`src/rtl/word_port_pkg.sv`:
```
// Constants, register map and carrier types for the word port host
package word_port_pkg;

  // Timing, derived from the 40 MHz clock
  localparam int CLK_NS = 25;
  localparam int PULSE_MIN_NS = 800;
  localparam int SEL_DROP_NS = 2000;
  localparam int PULSE_CYC = (PULSE_MIN_NS + CLK_NS - 1) / CLK_NS;
  localparam int SEL_DROP_CYC = SEL_DROP_NS / CLK_NS;
  localparam logic [7:0] PULSE_LAST = 8'(PULSE_CYC - 1);

  // Word geometry
  localparam int WORD_MAX = 48;
  localparam int BYTES_MAX = 6;
  localparam logic [2:0] BYTES_MIN_V = 3'h2;
  localparam logic [2:0] BYTES_MAX_V = 3'h6;

  // Register offsets (byte addresses)
  localparam logic [7:0] REG_CTRL = 8'h00;
  localparam logic [7:0] REG_CMD = 8'h04;
  localparam logic [7:0] REG_TX_LO = 8'h08;
  localparam logic [7:0] REG_TX_HI = 8'h0c;
  localparam logic [7:0] REG_RX_LO = 8'h10;
  localparam logic [7:0] REG_RX_HI = 8'h14;
  localparam logic [7:0] REG_STATUS = 8'h18;

  // Control fields
  localparam int CTRL_RESPOND = 0;
  localparam int CTRL_AUTO_END = 1;
  localparam int CTRL_STRAP_SUP = 2;
  localparam int CTRL_ERR_REPORT = 3;
  localparam int CTRL_WIDTH_LSB = 4;
  localparam logic [31:0] CTRL_RESET = 32'h0000_0021;

  // Command bits, write one to request
  localparam int CMD_REC_END = 0;
  localparam int CMD_FILE_END = 1;
  localparam int CMD_INTR = 2;
  localparam int CMD_REDUND = 3;

  // Upper word fields
  localparam int HI_SUP = 16;
  localparam int HI_PERR = 16;

  // Status bits
  localparam int ST_WSEL = 0;
  localparam int ST_RSEL = 1;
  localparam int ST_WCZ = 2;
  localparam int ST_TXP = 3;
  localparam int ST_RXV = 4;
  localparam int ST_BUSY = 5;

  localparam logic [1:0] RESP_OKAY = 2'h0;
  localparam logic [1:0] RESP_SLVERR = 2'h2;

  // Parallel word with its parity line
  typedef struct packed {
    logic parity;
    logic [WORD_MAX-1:0] data;
  } word_bus_t;

  // Register write strobe from the bus slave
  typedef struct packed {
    logic en;
    logic [7:0] addr;
    logic [31:0] data;
    logic [3:0] strb;
  } reg_wr_t;

  typedef enum logic [2:0] {
    ST_IDLE,
    ST_SETUP,
    ST_DEMAND,
    ST_END,
    ST_INTR
  } host_state_t;

endpackage
```
`src/rtl/axi_lite_regs.sv`:
```
// AXI4-Lite slave front end producing register strobes
`timescale 1ns/10ps
module axi_lite_regs
  import word_port_pkg::*;
(
  input wire logic aclk,
  input wire logic aresetn,
  input wire logic s_axi_awvalid,
  output logic s_axi_awready,
  input wire logic [7:0] s_axi_awaddr,
  input wire logic s_axi_wvalid,
  output logic s_axi_wready,
  input wire logic [31:0] s_axi_wdata,
  input wire logic [3:0] s_axi_wstrb,
  output logic s_axi_bvalid,
  input wire logic s_axi_bready,
  output logic [1:0] s_axi_bresp,
  input wire logic s_axi_arvalid,
  output logic s_axi_arready,
  input wire logic [7:0] s_axi_araddr,
  output logic s_axi_rvalid,
  input wire logic s_axi_rready,
  output logic [31:0] s_axi_rdata,
  output logic [1:0] s_axi_rresp,
  output reg_wr_t reg_wr,
  output logic [7:0] rd_addr,
  output logic rd_en,
  input wire logic [31:0] rd_data,
  input wire logic rd_err,
  input wire logic wr_err
);

  logic aw_full_r, w_full_r, aw_full_nxt, w_full_nxt, b_done;
  logic wr_en_r, rd_pend_r;
  logic [7:0] wr_addr_r;
  logic [31:0] wr_data_r;
  logic [3:0] wr_strb_r;

  // Address and data may arrive in either order
  assign b_done = s_axi_bvalid && s_axi_bready;
  assign aw_full_nxt = (s_axi_awvalid && s_axi_awready) ? 1'b1 :
                       b_done ? 1'b0 : aw_full_r;
  assign w_full_nxt = (s_axi_wvalid && s_axi_wready) ? 1'b1 :
                      b_done ? 1'b0 : w_full_r;
  assign reg_wr = '{en: wr_en_r, addr: wr_addr_r, data: wr_data_r,
                    strb: wr_strb_r};

  // Write channel
  always_ff @(posedge aclk) begin
    if (!aresetn) begin
      aw_full_r <= 1'b0;
      w_full_r <= 1'b0;
      s_axi_awready <= 1'b0;
      s_axi_wready <= 1'b0;
      s_axi_bvalid <= 1'b0;
      s_axi_bresp <= RESP_OKAY;
      wr_en_r <= 1'b0;
      wr_addr_r <= 8'h00;
      wr_data_r <= 32'h0000_0000;
      wr_strb_r <= 4'h0;
    end else begin
      aw_full_r <= aw_full_nxt;
      w_full_r <= w_full_nxt;
      s_axi_awready <= !aw_full_nxt;
      s_axi_wready <= !w_full_nxt;
      wr_en_r <= 1'b0;
      if (s_axi_awvalid && s_axi_awready) begin
        wr_addr_r <= s_axi_awaddr;
      end
      if (s_axi_wvalid && s_axi_wready) begin
        wr_data_r <= s_axi_wdata;
        wr_strb_r <= s_axi_wstrb;
      end
      if (aw_full_r && w_full_r && !s_axi_bvalid) begin
        wr_en_r <= 1'b1;
        s_axi_bvalid <= 1'b1;
        s_axi_bresp <= wr_err ? RESP_SLVERR : RESP_OKAY;
      end else if (b_done) begin
        s_axi_bvalid <= 1'b0;
      end
    end
  end

  // Read channel, data latched one cycle after the address
  always_ff @(posedge aclk) begin
    if (!aresetn) begin
      s_axi_arready <= 1'b0;
      s_axi_rvalid <= 1'b0;
      s_axi_rdata <= 32'h0000_0000;
      s_axi_rresp <= RESP_OKAY;
      rd_addr <= 8'h00;
      rd_en <= 1'b0;
      rd_pend_r <= 1'b0;
    end else begin
      rd_en <= 1'b0;
      if (s_axi_arvalid && s_axi_arready) begin
        rd_addr <= s_axi_araddr;
        s_axi_arready <= 1'b0;
        rd_pend_r <= 1'b1;
      end else if (rd_pend_r) begin
        rd_pend_r <= 1'b0;
        rd_en <= 1'b1;
        s_axi_rvalid <= 1'b1;
        s_axi_rdata <= rd_data;
        s_axi_rresp <= rd_err ? RESP_SLVERR : RESP_OKAY;
      end else if (s_axi_rvalid && s_axi_rready) begin
        s_axi_rvalid <= 1'b0;
        s_axi_arready <= 1'b1;
      end else if (!s_axi_rvalid) begin
        s_axi_arready <= 1'b1;
      end
    end
  end

endmodule

```
`src/rtl/word_port_host.sv`:
```
// External party of the demand-response parallel word port
//
// Function
// - Sample outbound only with write select, ready
// - Inbound data stable for whole demand pulse
// - One demand per write ready
// - Read data valid before and after demand
// - Demand at least 800 ns, drops promptly
// - Redundancy error only under write select
// - Suppress changes only in demand window; the strap sets it at any time
// - Suppress off soon after select falls; the strap holds it on
// - End pulses at least 800 ns
// - Word count zero asks for an end
//
// The register offsets and the AXI4-Lite interface to the registers were decided locally.
`timescale 1ns/10ps
module word_port_host
  import word_port_pkg::*;
(
  input wire logic aclk,
  input wire logic aresetn,
  input wire logic s_axi_awvalid,
  output logic s_axi_awready,
  input wire logic [7:0] s_axi_awaddr,
  input wire logic s_axi_wvalid,
  output logic s_axi_wready,
  input wire logic [31:0] s_axi_wdata,
  input wire logic [3:0] s_axi_wstrb,
  output logic s_axi_bvalid,
  input wire logic s_axi_bready,
  output logic [1:0] s_axi_bresp,
  input wire logic s_axi_arvalid,
  output logic s_axi_arready,
  input wire logic [7:0] s_axi_araddr,
  output logic s_axi_rvalid,
  input wire logic s_axi_rready,
  output logic [31:0] s_axi_rdata,
  output logic [1:0] s_axi_rresp,
  input wire logic write_select,
  input wire logic read_select,
  input wire logic write_ready,
  input wire logic read_ready,
  input wire logic word_count_zero,
  input wire word_bus_t out_bus,
  output word_bus_t in_bus,
  output logic demand,
  output logic record_end,
  output logic file_end,
  output logic interrupt_req,
  output logic suppress_parity,
  output logic redundancy_error
);

  localparam int DROP_MAX = SEL_DROP_CYC;

  reg_wr_t reg_wr;
  logic [7:0] rd_addr;
  logic rd_en, rd_err, wr_err;
  logic [31:0] rd_data;
  logic [31:0] ctrl_r, tx_lo_r;
  logic [16:0] tx_hi_r;
  logic tx_pending_r, rx_valid_r, rx_perr_r, sup_word_r;
  logic [WORD_MAX-1:0] rx_word_r, mask, tx_word;
  logic rec_pend_r, file_pend_r, intr_pend_r, red_pend_r;
  logic end_done_r, wr_armed_r;
  host_state_t state_r;
  logic [7:0] cnt_r;
  logic [2:0] wb_raw, wb;
  logic sel_any, pulse_done, idle, go_end;
  logic start_intr, start_end, start_write, start_read;
  logic wr_ctrl, wr_cmd, wr_tx_lo, wr_tx_hi, rd_rx_hi;

  axi_lite_regs u_bus (
    .aclk(aclk),
    .aresetn(aresetn),
    .s_axi_awvalid(s_axi_awvalid),
    .s_axi_awready(s_axi_awready),
    .s_axi_awaddr(s_axi_awaddr),
    .s_axi_wvalid(s_axi_wvalid),
    .s_axi_wready(s_axi_wready),
    .s_axi_wdata(s_axi_wdata),
    .s_axi_wstrb(s_axi_wstrb),
    .s_axi_bvalid(s_axi_bvalid),
    .s_axi_bready(s_axi_bready),
    .s_axi_bresp(s_axi_bresp),
    .s_axi_arvalid(s_axi_arvalid),
    .s_axi_arready(s_axi_arready),
    .s_axi_araddr(s_axi_araddr),
    .s_axi_rvalid(s_axi_rvalid),
    .s_axi_rready(s_axi_rready),
    .s_axi_rdata(s_axi_rdata),
    .s_axi_rresp(s_axi_rresp),
    .reg_wr(reg_wr),
    .rd_addr(rd_addr),
    .rd_en(rd_en),
    .rd_data(rd_data),
    .rd_err(rd_err),
    .wr_err(wr_err)
  );

  // Byte-enable merge of a register write
  function automatic logic [31:0] merge(input logic [31:0] old,
                                        input reg_wr_t w);
    logic [31:0] m;
    m = 32'h0000_0000;
    for (int b = 0; b < 4; b++) begin
      m[b*8 +: 8] = {8{w.strb[b]}};
    end
    return (old & ~m) | (w.data & m);
  endfunction

  // Register strobes
  assign wr_ctrl = reg_wr.en && reg_wr.addr == REG_CTRL;
  assign wr_cmd = reg_wr.en && reg_wr.addr == REG_CMD;
  assign wr_tx_lo = reg_wr.en && reg_wr.addr == REG_TX_LO;
  assign wr_tx_hi = reg_wr.en && reg_wr.addr == REG_TX_HI;
  assign rd_rx_hi = rd_en && rd_addr == REG_RX_HI;
  assign wr_err = !(reg_wr.addr inside {REG_CTRL, REG_CMD, REG_TX_LO,
                  REG_TX_HI, REG_RX_LO, REG_RX_HI, REG_STATUS});

  // Read decode
  always_comb begin
    rd_err = 1'b0;
    rd_data = 32'h0000_0000;
    case (rd_addr)
      REG_CTRL: rd_data = ctrl_r;
      REG_CMD: rd_data = {28'h0, red_pend_r, intr_pend_r, file_pend_r,
                          rec_pend_r};
      REG_TX_LO: rd_data = tx_lo_r;
      REG_TX_HI: rd_data = {15'h0, tx_hi_r};
      REG_RX_LO: rd_data = rx_word_r[31:0];
      REG_RX_HI: rd_data = {15'h0, rx_perr_r, rx_word_r[47:32]};
      REG_STATUS: rd_data = {26'h0, state_r != ST_IDLE, rx_valid_r,
                             tx_pending_r, word_count_zero, read_select,
                             write_select};
      default: rd_err = 1'b1;
    endcase
  end

  // Word width, clamped to 2..6 bytes
  assign wb_raw = ctrl_r[CTRL_WIDTH_LSB +: 3];
  assign wb = (wb_raw < BYTES_MIN_V) ? BYTES_MIN_V :
              (wb_raw > BYTES_MAX_V) ? BYTES_MAX_V : wb_raw;

  // Active byte lanes of the word
  for (genvar i = 0; i < BYTES_MAX; i++) begin : g_lane
    assign mask[i*8 +: 8] = {8{3'(i) < wb}};
  end

  assign tx_word = {tx_hi_r[15:0], tx_lo_r} & mask;

  // Sequencing decisions
  assign sel_any = write_select || read_select;
  assign idle = state_r == ST_IDLE;
  assign pulse_done = cnt_r == PULSE_LAST;
  assign go_end = rec_pend_r || file_pend_r ||
                  (ctrl_r[CTRL_AUTO_END] && word_count_zero && sel_any &&
                   !end_done_r);
  assign start_intr = idle && intr_pend_r;
  assign start_end = idle && !intr_pend_r && go_end;
  assign start_write = idle && !intr_pend_r && !go_end &&
                       ctrl_r[CTRL_RESPOND] && write_select &&
                       write_ready && wr_armed_r &&
                       !rx_valid_r;
  assign start_read = idle && !intr_pend_r && !go_end && !start_write &&
                      ctrl_r[CTRL_RESPOND] && read_select && read_ready &&
                      tx_pending_r;

  // Configuration and outgoing word registers
  always_ff @(posedge aclk) begin
    if (!aresetn) begin
      ctrl_r <= CTRL_RESET;
      tx_lo_r <= 32'h0000_0000;
      tx_hi_r <= 17'h0;
    end else begin
      if (wr_ctrl) ctrl_r <= merge(ctrl_r, reg_wr);
      if (wr_tx_lo) tx_lo_r <= merge(tx_lo_r, reg_wr);
      if (wr_tx_hi) tx_hi_r <= 17'(merge({15'h0, tx_hi_r}, reg_wr));
    end
  end

  // Pending requests; a new request wins over its own clear
  always_ff @(posedge aclk) begin
    if (!aresetn) begin
      rec_pend_r <= 1'b0;
      file_pend_r <= 1'b0;
      intr_pend_r <= 1'b0;
      red_pend_r <= 1'b0;
      tx_pending_r <= 1'b0;
    end else begin
      if (wr_cmd && reg_wr.data[CMD_REC_END]) rec_pend_r <= 1'b1;
      else if (start_end) rec_pend_r <= 1'b0;
      if (wr_cmd && reg_wr.data[CMD_FILE_END]) file_pend_r <= 1'b1;
      else if (start_end) file_pend_r <= 1'b0;
      if (wr_cmd && reg_wr.data[CMD_INTR]) intr_pend_r <= 1'b1;
      else if (start_intr) intr_pend_r <= 1'b0;
      if (wr_cmd && reg_wr.data[CMD_REDUND]) red_pend_r <= 1'b1;
      else if (write_select) red_pend_r <= 1'b0;
      if (wr_tx_hi) tx_pending_r <= 1'b1;
      else if (start_read) tx_pending_r <= 1'b0;
    end
  end

  // Sequencer state and pulse counter
  always_ff @(posedge aclk) begin
    if (!aresetn) begin
      state_r <= ST_IDLE;
      cnt_r <= 8'h00;
    end else begin
      case (state_r)
        ST_IDLE: begin
          cnt_r <= 8'h00;
          if (start_intr) state_r <= ST_INTR;
          else if (start_end) state_r <= ST_END;
          else if (start_write) state_r <= ST_DEMAND;
          else if (start_read) state_r <= ST_SETUP;
        end
        ST_SETUP: state_r <= ST_DEMAND;
        ST_DEMAND, ST_END, ST_INTR: begin
          cnt_r <= cnt_r + 8'h01;
          if (pulse_done) state_r <= ST_IDLE;
        end
        default: state_r <= ST_IDLE;
      endcase
    end
  end

  // Demand: one fixed-width pulse per accepted word
  always_ff @(posedge aclk) begin
    if (!aresetn) begin
      demand <= 1'b0;
    end else if (start_write || state_r == ST_SETUP) begin
      demand <= 1'b1;
    end else if (state_r == ST_DEMAND && pulse_done) begin
      demand <= 1'b0;
    end
  end

  // Write arming: wait for ready to fall before the next demand
  always_ff @(posedge aclk) begin
    if (!aresetn) begin
      wr_armed_r <= 1'b1;
    end else if (start_write) begin
      wr_armed_r <= 1'b0;
    end else if (!write_ready) begin
      wr_armed_r <= 1'b1;
    end
  end

  // End and interrupt pulses; file end governs record end
  always_ff @(posedge aclk) begin
    if (!aresetn) begin
      record_end <= 1'b0;
      file_end <= 1'b0;
      interrupt_req <= 1'b0;
      end_done_r <= 1'b0;
    end else begin
      if (start_end) begin
        record_end <= !file_pend_r;
        file_end <= file_pend_r;
        end_done_r <= 1'b1;
      end else begin
        if (state_r == ST_END && pulse_done) begin
          record_end <= 1'b0;
          file_end <= 1'b0;
        end
        if (!sel_any) end_done_r <= 1'b0;
      end
      if (start_intr) interrupt_req <= 1'b1;
      else if (state_r == ST_INTR && pulse_done) interrupt_req <= 1'b0;
    end
  end

  // Captured outbound word and its parity check
  always_ff @(posedge aclk) begin
    if (!aresetn) begin
      rx_word_r <= '0;
      rx_perr_r <= 1'b0;
      rx_valid_r <= 1'b0;
    end else begin
      if (start_write) begin
        rx_word_r <= out_bus.data & mask;
        rx_perr_r <= !(^(out_bus.data & mask) ^ out_bus.parity);
      end
      if (start_write) rx_valid_r <= 1'b1;
      else if (rd_rx_hi) rx_valid_r <= 1'b0;
    end
  end

  // Inbound word, held from before demand until the next word
  always_ff @(posedge aclk) begin
    if (!aresetn) begin
      in_bus <= '0;
      sup_word_r <= 1'b0;
    end else if (start_read) begin
      in_bus <= '{parity: ~^tx_word, data: tx_word};
      sup_word_r <= tx_hi_r[HI_SUP];
    end
  end

  // Suppress-parity line: the strap forces it on, no select clears it, otherwise moved inside the demand window
  always_ff @(posedge aclk) begin
    if (!aresetn) begin
      suppress_parity <= 1'b0;
    end else if (ctrl_r[CTRL_STRAP_SUP]) begin
      suppress_parity <= 1'b1;
    end else if (!sel_any) begin
      suppress_parity <= 1'b0;
    end else if (state_r == ST_DEMAND && read_select && !read_ready) begin
      suppress_parity <= sup_word_r;
    end
  end

  // Redundancy error, only under write select
  always_ff @(posedge aclk) begin
    if (!aresetn) begin
      redundancy_error <= 1'b0;
    end else if (!write_select) begin
      redundancy_error <= 1'b0;
    end else if (red_pend_r || (start_write && ctrl_r[CTRL_ERR_REPORT] &&
                 !(^(out_bus.data & mask) ^ out_bus.parity))) begin
      redundancy_error <= 1'b1;
    end
  end

  // Helper: length of each outgoing pulse
  logic [3:0] pw_sig;
  logic [7:0] pw_cnt [4];
  assign pw_sig = {interrupt_req, file_end, record_end, demand};
  for (genvar p = 0; p < 4; p++) begin : g_pw
    always_ff @(posedge aclk) begin
      if (!aresetn) pw_cnt[p] <= 8'h00;
      else if (pw_sig[p]) pw_cnt[p] <= pw_cnt[p] + 8'h01;
      else pw_cnt[p] <= 8'h00;
    end
  end
endmodule

```
`config.mk`:
```
export PLATFORM = sky130hd
export DESIGN_NAME = word_port_host
export DESIGN_NICKNAME = d
export VERILOG_FILES = /design/src/rtl/word_port_pkg.sv /design/src/rtl/axi_lite_regs.sv /design/src/rtl/word_port_host.sv
export SDC_FILE = /design/constraint.sdc
export NUM_CORES = 1
export LEC_CHECK = 0
export BUFFER_PORTS_ARGS = -buffer_cell sky130_fd_sc_hd__buf_2
export CORE_MARGIN = 1.5
export CORE_UTILIZATION = 55
export DETAILED_ROUTE_END_ITERATION = 12
export GPL_TIMING_DRIVEN = 0
export MAX_ROUTING_LAYER = met4
export PLACE_DENSITY = 0.84
export REMOVE_ABC_BUFFERS = 1
export SYNTH_ARGS = -nofsm -noshare
export SYNTH_HDL_FRONTEND = slang
export SYNTH_HIERARCHICAL = 1
export SYNTH_SLANG_ARGS = --single-unit
```
`constraint.sdc`:
```
create_clock -name aclk -period 2.7 [get_ports aclk]
set_input_delay 0.54 -clock aclk [delete_from_list [all_inputs] [get_ports aclk]]
set_output_delay 0.54 -clock aclk [all_outputs]
set_load 0.02 [all_outputs]
```
== After elaboration in Yosys (flattened, before gate mapping) ==
Index checks and enable logic that the tools add are counted.
Cells by class
  add/sub/neg operators: 1
  $lt $le $gt $ge: 8
  equal/unequal tests: 23
  multiplexer cells: 50
  bitwise operators: 14
  reductions and logical operators: 83
Operators with widths (count)
  32-bit case mux with 7 select lines: 1
  32-bit AND: 3
  48-bit AND: 2
  32-bit OR: 2
  8-bit by 5-bit == test with 1-bit output (second input constant): 7
  48-bit XNOR reduction: 1
  48-bit parity: 1
  1-bit logical AND: 40
  1-bit 2-to-1 mux: 38
  8-bit by 4-bit == test with 1-bit output (second input constant): 4
  32-bit NOT: 1
  2-bit nonzero test: 12
  3-bit 2-to-1 mux: 7
  17-bit AND: 1
  17-bit OR: 1
  8-bit by 3-bit == test with 1-bit output (second input constant): 2
  8-bit logical NOT: 2
  8-bit case mux with 2 select lines: 1
  1-bit logical NOT: 11
  2-bit AND reduction: 5
  3-bit case mux with 3 select lines: 1
  8-bit by 1-bit adder with 8-bit output (second input constant): 1
  7-bit nonzero test: 1
  7-bit OR reduction: 1
  20 further kinds: 33
Storage, ports and cells
  register bits after elaboration: 303
  output and inout port bits: 96
  word-level logic and storage cells: 220

== Depth between registers and ports, before layout ==
  depth after elaboration: 22
  depth in mapped cells: 10
  depth with buffers taken out: 9

== Modules after synthesis ==
The synthesis kept the hierarchy.
By module, submodules not included
  word_port_host: times used 1, cells each 1125, area each 10020.9 µm², sequential area each 4103.9 µm²
  axi_lite_regs: times used 1, cells each 416, area each 3409.5 µm², sequential area each 1921.8 µm²

== Worst setup path after synthesis ==
Ideal clock, no wire load.
  path type: register to register
  start point: register u_bus.wr_addr_r[1]
  end point: register with a tool-made name
  setup time: 116 ps
  arrival time: 1989 ps
  setup slack: 594 ps
  stages on the path, launching flop included: 7
  buffers on the path: 0
  clock period less this slack: 2106 ps
  cells stage by stage: dfxtp_1 > or4_1 > or3_4 > nor3b_4 > nand3_2 > mux2i_1 > nor2b_1
RTL lines
  start, declared: RTL line axi_lite_regs.sv:35  | logic [7:0] wr_addr_r;
  start signal, assigned: RTL line axi_lite_regs.sv:68  | wr_addr_r <= s_axi_awaddr;

==> results.toml <==
[logic_synthesis]
synth_area_leaders = "dfxtp_1 (45%), nand2_1 (9.3%), mux2i_1 (8.4%)"
synth_top_area_cell = "dfxtp_1"
synth_area_mm2 = 0.0134
yosys.area.top_type_share = 0.449
synth_edf_count = 0
seq_area_frac_synth = 0.449
synth-async-reset-ratio = 0
yosys-top-cells-count = "nand2_1 (332), dfxtp_1 (301), nand3_1 (118)"
synthFlopType = "dfxtp_1"
ys_warn_count = 6
yosysMostFrequentCell = "nand2_1"
syn_avg_cell_area_um2 = 8.72
ys_seq_elements = 301
synth.distinct_cells = 62
synthesis.instances = 1541

[clock_network]
clk_pin_slew_worst_paths_ns = 0.06
clk_path_buf_depth = 3
cts_tree = "built"
hold_buffers = 0
cts_buffers = 30
clk_latency_ns = 0.55
cts_sinks = 301
cts_root_buf = "clkbuf_16"
htreeDepth = 1

[critical_path]
endpoint_kind = "flip-flop"
arrival_ns = 3.04
crit_start = "u_bus/wr_addr_r[1]$_SDFFE_PN0P_"
critPathKind = "reg -> reg"
crit_required_ns = 3.14
path_max_fanout = 8
critical-path-slowest-cell = "and3_1"
critPathMaxStageDelay_ns = 0.57
path_cells = "or4_1 -> or3_4 -> nor3_4 -> and3_1 -> mux2i_1 -> nor2b_1"
rrSetupSlack_ns = 0.11
rr_worst_depth = 6
critPathLaunchType = "flip-flop"
reg2reg_from = "u_bus/wr_addr_r[1]$_SDFFE_PN0P_"

[detailed_routing]
totalWireLength_um = 36800
first_iter_violations = 1005
viasPerCell = 5.71
vias = 11600
drc = 0
detailedRoute.firstPassIterationCount = 6
antenna_left = 0
wl_per_cell_um = 18.1

[power]
clkPwrFrac = 0.400
intPower_w = 0.00723
power_leakage_nw = 6.30
sw_frac_of_total = 0.268
switchingPower_w = 0.00265
pwr-share-comb = 0.128
vdd_ir_drop_max_mv = 0.450
p_seq_frac = 0.473
power_density_mw_per_mm2 = 634

[die]
boundaryPins = 209
core_area_mm2 = 0.0241
die_x_um = 159
die_y_um = 159
rows = 57
start_util = 0.557
die_area_mm2 = 0.0254

[placement]
place_congestion = 0.866
place_area_mm2 = 0.0146
dpl.hpwl_um = 24400
io_buffers = 206

[cells_and_area]
drive_gt1_frac = 0.176
finalNetCount = 1802
area_growth_pct = 16.2
postLayoutCellArea_mm2 = 0.0156
nFillCells = 2010

[sta]
grt_setup_unrepaired = "no"
max_slew_margin = 0.183
fmax_mhz = 385
finalHoldViolations = 0
min_period_ns = 2.59
period_share = 0.961
setup_tns_ns = 0
finalSetupViolations = 0
maxSlewViolCount = 0
worst_pin_slew_ns = 1.22
whs_ns = 0.190
skew_ns = 0.0129

[global_route]
grt_first_pass_wirelength_um = 58200
grt.total_usage = 0.293
first_global_vias = 11200
antenna_found_initial = 2
gr-total-overflow = 0
grt_max_degree = 149

[job]
max-cap-violations = 0

[worst_hold_path]
hold_depth = 2
hold_path_class = "in -> reg"

[status]
status = "complete, no violations"
[power groups by stage]
stage	Sequential, W	Combinational [W]	Clock, W
after floorplan	0.00476	0.000685	0
after global placement	0.00476	0.00115	0
after detailed placement	0.00476	0.00121	0
after CTS	0.00467	0.00123	0.00400
after global routing	0.00468	0.00136	0.00419
final	0.00467	0.00127	0.00395
[cell usage in the layout, fill, tap and decap left out, types with 5 or more instances in the layout]
master	synthesis	layout
nand2_1	332	330
dfxtp_1	301	297
buf_2	23	205
nand3_1	118	117
mux2i_1	113	113
a21boi_0	98	98
nor2b_1	95	95
xnor2_1	76	76
o21ai_0	71	71
a21oi_1	66	66
clkbuf_16	0	31
nor2_1	25	22
xor2_1	13	13
inv_1	12	12
a222oi_1	10	10
nand3_2	9	10
clkbuf_1	66	10
and2_1	10	9
nor3_1	5	5
a21o_1	5	5
and3_1	5	5
nand4_1	5	5
a22oi_1	5	5
clkinv_2	0	5
clkbuf_8	0	5
[layout make-up]
| cell class | count | area [um2] | share of cell area |
|---|---|---|---|
| Inverter | 14 | 52.6 | 0.00337 |
| Clock buffer | 46 | 882 | 0.0565 |
| Sequential cell | 301 | 6030 | 0.386 |
| Clock inverter | 7 | 43.8 | 0.00281 |
| Multi-Input combinational cell | 1123 | 6930 | 0.444 |
| Tap cell | 324 | 405 | 0.0260 |
| Antenna cell | 2 | 5.00 | 0.000321 |
| Timing Repair Buffer | 218 | 1260 | 0.0807 |
[critical path: cells and delay by family, from the launching register on]
family	cells	cell delay [ns]
flip-flops	1	0.31
AND/OR/NAND/NOR	5	1.93
multiplexers	1	0.26
[metal layers]
metal | track usage | vias to the layer above | wire length (um)
met5 | - | - | 0
met2 | 0.481 | 508 | 17400
li1 | - | 5520 | -
met1 | 0.369 | 5503 | 15300
met4 | 0.113 | 0 | 1210
met3 | 0.0380 | 96 | 2760
[worst min-delay path by stage]
stage                          startpoint                    endpoint  slack [ns]
6_report                      write_ready     wr_armed_r$_SDFFE_PN1P_        0.19
5_1_grt                       write_ready     wr_armed_r$_SDFFE_PN1P_        0.18
4_1_cts                       write_ready     wr_armed_r$_SDFFE_PN1P_        0.17
3_5_place_dp   rx_word_r[44]$_SDFFE_PN0P_  rx_word_r[44]$_SDFFE_PN0P_        0.44
3_3_place_gp   rx_word_r[47]$_SDFFE_PN0P_  rx_word_r[47]$_SDFFE_PN0P_        0.44
2_1_floorplan  rx_word_r[16]$_SDFFE_PN0P_  rx_word_r[16]$_SDFFE_PN0P_        0.43
[kinds of logic (layout without fill, tap and decap cells)]
| logic type | after synthesis | in the layout | synth area share |
|---|---|---|---|
| simple gates | 620 | 620 | 0.216 |
| flops | 301 | 301 | 0.449 |
| compound gates | 289 | 289 | 0.139 |
| mux | 120 | 120 | 0.0934 |
| buf+inv | 118 | 285 | 0.0402 |
| xor+xnor | 91 | 91 | 0.0614 |
| fa+ha+maj | 1 | 1 | 0.000931 |
| other cells | 1 | 4 | 0.000279 |
[through the flow]
step / power, W / utilization / setup slack [ns] / instances
after global routing: 0.0102 / 0.648 / 0.00541 / 2035
after floorplan: 0.00544 / - / -0.746 / 1438
after global placement: 0.00591 / 0.597 / -3.01 / 1968
final: 0.00989 / 0.648 / 0.105 / 2035
after CTS: 0.00990 / 0.646 / 0.0537 / 2031
after detailed placement: 0.00598 / 0.607 / -1.09 / 1978
[repair_timing]
action | in CTS | in global routing
pin swaps | 0 | 1
gates resized for setup | 8 | 5
endpoints found under the setup margin | 32 | 47
setup buffers | 0 | 2
Note: power is estimated with default switching activity, not from simulation.
